==> src/logic/gpiop_pkg.sv <==
`default_nettype none
package gpiop_pkg;
  // ==========================================================
  // Port geometry
  localparam int unsigned GPIOP_PINS     = 8;
  localparam int unsigned GPIOP_VECTORS  = 7;
  localparam int unsigned GPIOP_VEC_W    = 3;
  localparam int unsigned GPIOP_SYNC_LEN = 2;
  // ==========================================================
  // Reset values
  localparam logic [7:0] GPIOP_LATCH_RST = 8'hFF;
  localparam logic [7:0] GPIOP_DIR_RST   = 8'h00;
  localparam logic [7:0] GPIOP_OPT_RST   = 8'h00;
  localparam logic [2:0] GPIOP_ISEL_RST  = 3'h0;
  localparam logic [6:0] GPIOP_SENS_RST  = 7'h00;
  localparam logic [7:0] GPIOP_ZERO8     = 8'h00;
  localparam logic [6:0] GPIOP_ZERO7     = 7'h00;
  // ==========================================================
  // Sensitivity encoding per vector
  localparam logic GPIOP_SENS_FALL = 1'b0;
  localparam logic GPIOP_SENS_RISE = 1'b1;
  // Pin-select code meaning no interrupt
  localparam logic [2:0] GPIOP_ISEL_NONE = 3'h0;
endpackage : gpiop_pkg
`default_nettype wire

==> src/logic/gpiop_sync.sv <==
`default_nettype none
module gpiop_sync
  import gpiop_pkg::*;
(
  // Clock and reset
  input  wire logic                  clk_i,
  input  wire logic                  rst_i,
  // Asynchronous pin levels
  input  wire logic [GPIOP_PINS-1:0] async_i,
  // Synchronised levels
  output logic      [GPIOP_PINS-1:0] sync_o
);
  logic [GPIOP_PINS-1:0] stage1;
  logic [GPIOP_PINS-1:0] stage2;

  // Reset to high matches the idle pull-up level
  always_ff @(posedge clk_i) begin
    if (rst_i) begin
      stage1 <= GPIOP_LATCH_RST;
      stage2 <= GPIOP_LATCH_RST;
    end else begin
      stage1 <= async_i;
      stage2 <= stage1;
    end
  end

  assign sync_o = stage2;
endmodule : gpiop_sync
`default_nettype wire

==> src/logic/gpiop_port.sv <==
// Operation
// Bit x of each register controls pin x
// Direction clear: input, read returns pin level
// Input option bit selects floating or pull-up
// Input-mode latch writes leave pin unchanged
// Nonzero pin select makes pin interrupt source; code also needs direction clear and option bit set
// Qualifying edge raises request on pin's vector
// Per-vector falling or rising edge sensitivity
// Seven vectors, several pins may share one
// Shared pins combined, low pin masks others
// Vector fetch clears pending request latch
// Sensitivity change clears vector pending request
// Disabled interrupt forces detector input to one
// Software enable sequence avoids spurious requests
// Software disable sequence avoids spurious requests
// Direction set: drive latch, read returns latch
// Output option: push-pull or open-drain drive
// Alternate output overrides port, read gives pin
// Input plus alternate output reads alternate
// Output plus alternate input sees latch value
// Alternate input wants floating, no interrupt
// Request only delivered when CPU mask clear
// Pins pass two flip-flops before use
`default_nettype none
module gpiop_port
  import gpiop_pkg::*;
(
  // Clock and reset
  input  wire logic                     clk_i,
  input  wire logic                     rst_i,
  // Latch access
  input  wire logic                     latch_we_i,
  input  wire logic [GPIOP_PINS-1:0]    latch_wdata_i,
  output logic      [GPIOP_PINS-1:0]    latch_rdata_o,
  // Configuration
  input  wire logic                     dir_we_i,
  input  wire logic [GPIOP_PINS-1:0]    dir_wdata_i,
  input  wire logic                     opt_we_i,
  input  wire logic [GPIOP_PINS-1:0]    opt_wdata_i,
  input  wire logic                     isel_we_i,
  input  wire logic [GPIOP_PINS*3-1:0]  isel_wdata_i,
  input  wire logic                     sens_we_i,
  input  wire logic [GPIOP_VECTORS-1:0] sens_wdata_i,
  // Configuration readback
  output logic      [GPIOP_PINS-1:0]    dir_o,
  output logic      [GPIOP_PINS-1:0]    opt_o,
  output logic      [GPIOP_VECTORS-1:0] sens_o,
  // Alternate functions
  input  wire logic [GPIOP_PINS-1:0]    alt_oe_i,
  input  wire logic [GPIOP_PINS-1:0]    alt_out_i,
  output logic      [GPIOP_PINS-1:0]    alt_in_o,
  // CPU interrupt side
  input  wire logic                     cpu_mask_i,
  input  wire logic [GPIOP_VECTORS-1:0] vec_fetch_i,
  output logic      [GPIOP_VECTORS-1:0] pending_o,
  output logic      [GPIOP_VECTORS-1:0] ext_irq_line_o,
  // Pins
  input  wire logic [GPIOP_PINS-1:0]    pin_i,
  output logic      [GPIOP_PINS-1:0]    pin_o,
  output logic      [GPIOP_PINS-1:0]    pin_oe_o,
  output logic      [GPIOP_PINS-1:0]    pull_up_o
);
  // ==========================================================
  // Port registers
  logic [GPIOP_PINS-1:0]    pin_data_latch;
  logic [GPIOP_PINS-1:0]    direction_select;
  logic [GPIOP_PINS-1:0]    pin_option_select;
  logic [GPIOP_VEC_W-1:0]   interrupt_pin_select [GPIOP_PINS];
  logic [GPIOP_VECTORS-1:0] interrupt_sensitivity_control;
  logic [GPIOP_VECTORS-1:0] pending;
  logic [GPIOP_VECTORS-1:0] det_prev;
  logic [GPIOP_PINS-1:0]    pin_sync;

  // Decoding used by several pin slices
  function automatic logic gpiop_is_irq(input logic [GPIOP_VEC_W-1:0] sel);
    gpiop_is_irq = (sel != GPIOP_ISEL_NONE);
  endfunction : gpiop_is_irq

  // ==========================================================
  // Pin synchronisers
  gpiop_sync u_sync (
    .clk_i   (clk_i),
    .rst_i   (rst_i),
    .async_i (pin_i),
    .sync_o  (pin_sync)
  );

  // ==========================================================
  // Register writes
  // Latch is written regardless of direction; in input mode the
  // stored value simply does not reach the pin.
  always_ff @(posedge clk_i) begin
    if (rst_i) begin
      pin_data_latch <= GPIOP_LATCH_RST;
    end else if (latch_we_i) begin
      pin_data_latch <= latch_wdata_i;
    end
  end

  always_ff @(posedge clk_i) begin
    if (rst_i) begin
      direction_select  <= GPIOP_DIR_RST;
      pin_option_select <= GPIOP_OPT_RST;
    end else begin
      if (dir_we_i) begin
        direction_select <= dir_wdata_i;
      end
      if (opt_we_i) begin
        pin_option_select <= opt_wdata_i;
      end
    end
  end

  always_ff @(posedge clk_i) begin
    if (rst_i) begin
      interrupt_sensitivity_control <= GPIOP_SENS_RST;
    end else if (sens_we_i) begin
      interrupt_sensitivity_control <= sens_wdata_i;
    end
  end

  // ==========================================================
  // Per-pin datapath
  logic [GPIOP_PINS-1:0] eff_out;
  logic [GPIOP_PINS-1:0] eff_val;
  logic [GPIOP_PINS-1:0] next_pin_oe;
  logic [GPIOP_PINS-1:0] next_pin;
  logic [GPIOP_PINS-1:0] next_pull;
  logic [GPIOP_PINS-1:0] next_rdata;
  logic [GPIOP_PINS-1:0] next_alt_in;
  logic [GPIOP_PINS-1:0] irq_en;
  logic [GPIOP_PINS-1:0] det_in;

  genvar gp;
  generate
    for (gp = 0; gp < GPIOP_PINS; gp++) begin : g_pin
      always_ff @(posedge clk_i) begin
        if (rst_i) begin
          interrupt_pin_select[gp] <= GPIOP_ISEL_RST;
        end else if (isel_we_i) begin
          interrupt_pin_select[gp] <= isel_wdata_i[gp*3 +: 3];
        end
      end

      // Peripheral output wins over port programming
      assign eff_out[gp] = alt_oe_i[gp] | direction_select[gp];
      assign eff_val[gp] = alt_oe_i[gp] ? alt_out_i[gp]
                                        : pin_data_latch[gp];
      // Open drain only drives lows; alternate output is push-pull
      assign next_pin_oe[gp] = eff_out[gp]
          & (alt_oe_i[gp] | pin_option_select[gp]
             | ~pin_data_latch[gp]);
      assign next_pin[gp] = eff_val[gp];
      assign next_pull[gp] = ~eff_out[gp] & pin_option_select[gp];
      // Input with alternate output reads back the peripheral value
      assign next_rdata[gp] =
          alt_oe_i[gp]           ? (direction_select[gp] ? pin_sync[gp]
                                                         : alt_out_i[gp])
        : direction_select[gp]   ? pin_data_latch[gp]
                                 : pin_sync[gp];
      // Output mode hands the latch level to the peripheral input
      assign next_alt_in[gp] = direction_select[gp] ? pin_data_latch[gp]
                                                    : pin_sync[gp];
      assign irq_en[gp] = gpiop_is_irq(interrupt_pin_select[gp])
                        & ~direction_select[gp]
                        & pin_option_select[gp];
      // Forced high when disabled, so enabling on a low pin can fire
      assign det_in[gp] = irq_en[gp] ? pin_sync[gp] : 1'b1;
    end
  endgenerate

  // ==========================================================
  // Vector combining and edge detection
  logic [GPIOP_VECTORS-1:0] vec_level;
  logic [GPIOP_VECTORS-1:0] rise;
  logic [GPIOP_VECTORS-1:0] fall;
  logic [GPIOP_VECTORS-1:0] hit;
  logic [GPIOP_VECTORS-1:0] sens_chg;
  logic [GPIOP_VECTORS-1:0] next_pending;

  genvar gv;
  generate
    for (gv = 0; gv < GPIOP_VECTORS; gv++) begin : g_vec
      logic [GPIOP_PINS-1:0] member;
      for (gp = 0; gp < GPIOP_PINS; gp++) begin : g_mem
        assign member[gp] =
            (interrupt_pin_select[gp] == GPIOP_VEC_W'(gv + 1));
      end
      // AND of all members: one low pin hides edges of the rest
      assign vec_level[gv] = &(det_in | ~member);
      assign rise[gv] = vec_level[gv] & ~det_prev[gv];
      assign fall[gv] = ~vec_level[gv] & det_prev[gv];
      assign hit[gv] =
          (interrupt_sensitivity_control[gv] == GPIOP_SENS_RISE) ? rise[gv]
                                                                 : fall[gv];
      assign sens_chg[gv] = sens_we_i
          & (sens_wdata_i[gv] != interrupt_sensitivity_control[gv]);
      // A new edge outranks a fetch clear in the same cycle
      assign next_pending[gv] = hit[gv]
          | (pending[gv] & ~vec_fetch_i[gv]
             & ~sens_chg[gv]);
    end
  endgenerate

  always_ff @(posedge clk_i) begin
    if (rst_i) begin
      det_prev <= {GPIOP_VECTORS{1'b1}};
      pending  <= GPIOP_ZERO7;
    end else begin
      det_prev <= vec_level;
      pending  <= next_pending;
    end
  end

  // ==========================================================
  // Registered outputs
  always_ff @(posedge clk_i) begin
    if (rst_i) begin
      pin_o          <= GPIOP_LATCH_RST;
      pin_oe_o       <= GPIOP_ZERO8;
      pull_up_o      <= GPIOP_ZERO8;
      latch_rdata_o  <= GPIOP_ZERO8;
      alt_in_o       <= GPIOP_ZERO8;
      ext_irq_line_o <= GPIOP_ZERO7;
    end else begin
      pin_o          <= next_pin;
      pin_oe_o       <= next_pin_oe;
      pull_up_o      <= next_pull;
      latch_rdata_o  <= next_rdata;
      alt_in_o       <= next_alt_in;
      ext_irq_line_o <= next_pending & {GPIOP_VECTORS{~cpu_mask_i}};
    end
  end

  always_ff @(posedge clk_i) begin
    if (rst_i) begin
      dir_o     <= GPIOP_DIR_RST;
      opt_o     <= GPIOP_OPT_RST;
      sens_o    <= GPIOP_SENS_RST;
      pending_o <= GPIOP_ZERO7;
    end else begin
      dir_o     <= dir_we_i ? dir_wdata_i : direction_select;
      opt_o     <= opt_we_i ? opt_wdata_i : pin_option_select;
      sens_o    <= sens_we_i ? sens_wdata_i : interrupt_sensitivity_control;
      pending_o <= next_pending;
    end
  end
endmodule : gpiop_port
`default_nettype wire

==> config.mk <==
export PLATFORM = sky130hd
export DESIGN_NAME = gpiop_port
export DESIGN_NICKNAME = d
export VERILOG_FILES = /design/src/logic/gpiop_pkg.sv /design/src/logic/gpiop_sync.sv /design/src/logic/gpiop_port.sv
export SDC_FILE = /design/constraint.sdc
export NUM_CORES = 1
export LEC_CHECK = 0
export BUFFER_PORTS_ARGS = -buffer_cell sky130_fd_sc_hd__buf_2
export CAP_MARGIN = 10
export CORE_MARGIN = 2
export CORE_UTILIZATION = 55
export DETAILED_ROUTE_END_ITERATION = 8
export GPL_TIMING_DRIVEN = 0
export HOLD_SLACK_MARGIN = 0.05
export PLACE_DENSITY = 0.86
export SLEW_MARGIN = 15
export SYNTH_ARGS = -nofsm -noshare
export SYNTH_HDL_FRONTEND = slang
export SYNTH_SLANG_ARGS = --single-unit
==> constraint.sdc <==
create_clock -name clk_i -period 2.6 [get_ports clk_i]
set_input_delay 0.52 -clock clk_i [delete_from_list [all_inputs] [get_ports clk_i]]
set_output_delay 0.52 -clock clk_i [all_outputs]
set_load 0.02 [all_outputs]
==> summary.md <==
| Metric | Value |
|---|---|
| Status | finished clean |
| Power density cells | 757 mW/mm^2 |
| DP HPWL | 11200 um |
| CP arrival | 2.54 ns |
| Main combinational cell family by area after synthesis | simple AND/OR/NAND/NOR gates |
| Core Footprint | 0.00973 sq mm |
| Port bufs | 167 |
| XOR/XNOR share of the synthesized area | 1.12% |
| H-tree depth | 4 |
| Crit path kind | reg2reg |
| Tightest Pin Transition | 0.790 ns |
| Clock group share of total power | 47.9% |
| Synth async-reset ratio | 0% |
| Worst hold path class | in2reg |
| Clock Tree Buf Depth | 2 |
| Largest net degree at the start of global routing | 25 |
| Clk Latency, worst-skew pair | 0.52 ns |
| DR pass1 iterations | 5 |
| Synth unique cells | 44 |
| Starting Density | 56.3% |
| Final GP Congestion | 0.899 |
| Setup bufs post-CTS | 0 |
| Compound-Gate Fraction of Synth Area | 12.2% |
| Final WL | 15000 um |
| Final setup skew | 0.00772 ns |
| Starting DRC count in detailed routing | 359 |
| Sequential share of power | 42.4% |
| Post-route ant nets | 0 |
| Root Driver | clkbuf_8 |
| Via/cell ratio | 5.49 |
| Syn Nets | 616 |
| Vias in the first global route | 4625 |
| Reg with most FFs | interrupt_pin_select |
| Post-CTS sizing | 0 |
| Max FFs per register | 24 |
| Crit path time final | 2.16 ns |
| Final hold vios | 0 |
| # fillers | 705 |
| Layout cells sized above 1 | 32.2% |
| Synthesized area | 0.00547 sq mm |
| Pint | 0.00418 W |
| Register area share after synthesis | 52.7% |
| NetSw | 0.00122 W |
| Die height | 104 um |
| Via count | 4686 |
| All-Layer GR Usage | 28.3% |
| Final #Nets | 802 |
| Die X-Extent | 104 um |
| Mux cell area share after synthesis | 6.22% |
| Logic pwr share | 9.7% |
| CTS Hold Bufs | 0 |
| Max IR drop VDD | 0.547 mV |
| TritonCTS buffer count | 17 |
| Synth-to-Final Area Change | 30.4% |
| TritonCTS sink count | 132 |
| Max-slew headroom | 47.3% |
| Final period utilization | 83.2% |
| Critical path required time | 2.97 ns |
| Endpoints failing setup | 0 |
| Die ar. | 0.0108 sq mm |
| Pleak | 3.15 nW |
| Worst setup EP type | flop |
| Post-route setup TNS | 0 ns |
| Antenna diodes | 0 |
| Avg Cell Area, Syn | 10.5 sq um |
| Final max-slew violation count | 0 |
| Number of max-cap violations | 0 |
| Grt ovf | 0 |
| Switching Fraction | 22.6% |
| Synth Area in Adders | 0% |
| DR WL/cell | 17.5 um |
| Crit path max fanout | 8 |
| Rows | 36 |
| Synth Register Bits | 132 |
| Mapped Cells | 522 |
| Post-synth EDFFs | 24 |
| CTS clk-pin slew, worst paths | 0.06 ns |
| Final instance area | 0.00713 sq mm |
| Worst hold slack | 0.183 ns |
| CTS tree | yes |
| Top_reg_cell synth | dfxtp_1 |
| RSZ-0062 raised after global routing | no |
| Fmax | 462 MHz |
| Simple-gate area share of the yosys netlist | 25.3% |
| IO Count | 171 |
| DRC violation count after routing | 0 |
| Global-route wire length before repair | 23700 um |
| DP Area | 0.00647 sq mm |
| Yosys warnings | 0 |
| Initial antenna violation count | 0 |
| Critical Path Start Type | flop |
[area by class of cell]
class,instances,area [sq um],area share (%)
inverters,3,11.3,0.158
plain buffers,27,121,1.70
well taps,133,166,2.33
flip-flops and latches,132,2880,40.4
multi-input cells,360,2460,34.4
repair buffers,167,836,11.7
clock inverters,6,136,1.91
clock buffers,26,523,7.33
[layer usage]
layer / global-route usage (%) / wire, um / vias to the layer above
met5: 0 / 0 / -
met4: 12.6 / 327 / 0
met3: 5.73 / 853 / 24
met2: 47.6 / 7440 / 197
met1: 35.4 / 6350 / 2211
li1: - / - / 2254
[path summary, 6_finish.rpt]
check / from / end / slack, ns / depth (start not counted)
setup / recovery: dir_o[0] / pending[1] / 0.44 / 6
hold / removal: pin_i[3] / u_sync.stage1[3] / 0.18 / 2
setup reg to reg: dir_o[0] / pending[1] / 0.44 / 6
hold reg to reg: u_sync.stage1[2] / u_sync.sync_o[2] / 0.41 / 1
[power by group through the flow]
stage	combinational [W]	clock, W	sequential, W
final	0.000527	0.00259	0.00229
after detailed placement	0.000520	0	0.00233
after floorplan	0.000236	0	0.00238
after CTS	0.000526	0.00260	0.00229
after global routing	0.000569	0.00271	0.00230
after global placement	0.000507	0	0.00232
[through the flow]
stage	worst slack (ns)	util, %	instances	power, W
detailed placement	0.233	66.6	822	0.00285
global route	0.380	73.3	854	0.00559
finish	0.436	73.3	854	0.00540
CTS	0.512	73.3	854	0.00542
floorplan	0.696	-	522	0.00262
global placement	0.332	66.6	822	0.00283
[worst max-delay path: stages (launching register included)]
cell	delay [ns]
dfxtp_1	0.31
buf_2	0.18
nor4b_1	0.67
a22oi_1	0.26
nand4_1	0.21
mux2i_1	0.28
a21oi_1	0.10
[synth_stat cells (5+ instances only)]
| cell type | number | area share, % |
|---|---|---|
| a31oi_1 | 6 | 0.69 |
| a211o_1 | 20 | 3.2 |
| nor3b_1 | 19 | 2.6 |
| nor2_1 | 44 | 3.0 |
| a21oi_1 | 23 | 2.1 |
| and2_1 | 26 | 3.0 |
| mux2i_1 | 34 | 6.2 |
| clkbuf_1 | 19 | 1.3 |
| nor4b_1 | 9 | 1.4 |
| and3b_1 | 8 | 1.3 |
| xor2_1 | 7 | 1.1 |
| edfxtp_1 | 24 | 13 |
| dfxtp_1 | 108 | 40 |
| nand2_1 | 14 | 0.96 |
| nor2b_1 | 36 | 4.1 |
| nand3b_1 | 10 | 1.4 |
| a211oi_1 | 18 | 2.5 |
| nand2b_1 | 15 | 1.7 |
| nand4_1 | 5 | 0.57 |
| or2_2 | 20 | 2.3 |
| a22oi_1 | 13 | 1.8 |
[cell families after synthesis]
group	count (synthesis)
flops	132
mux	34
buf+inv	30
compound gates	93
xor+xnor	7
simple gates	226
[cells in the final DEF, fill, tap and decap left out, types with 18 or more instances in the layout]
cell type / synthesis / layout
buf_2: 4 / 171
or2_2: 20 / 20
nor2b_1: 36 / 36
nor3b_1: 19 / 19
a211oi_1: 18 / 18
dfxtp_1: 108 / 108
mux2i_1: 34 / 34
a211o_1: 20 / 20
clkbuf_1: 19 / 21
nor2_1: 44 / 44
and2_1: 26 / 26
edfxtp_1: 24 / 24
a21oi_1: 23 / 23
No activity file was read; power rests on OpenSTA's default activity.
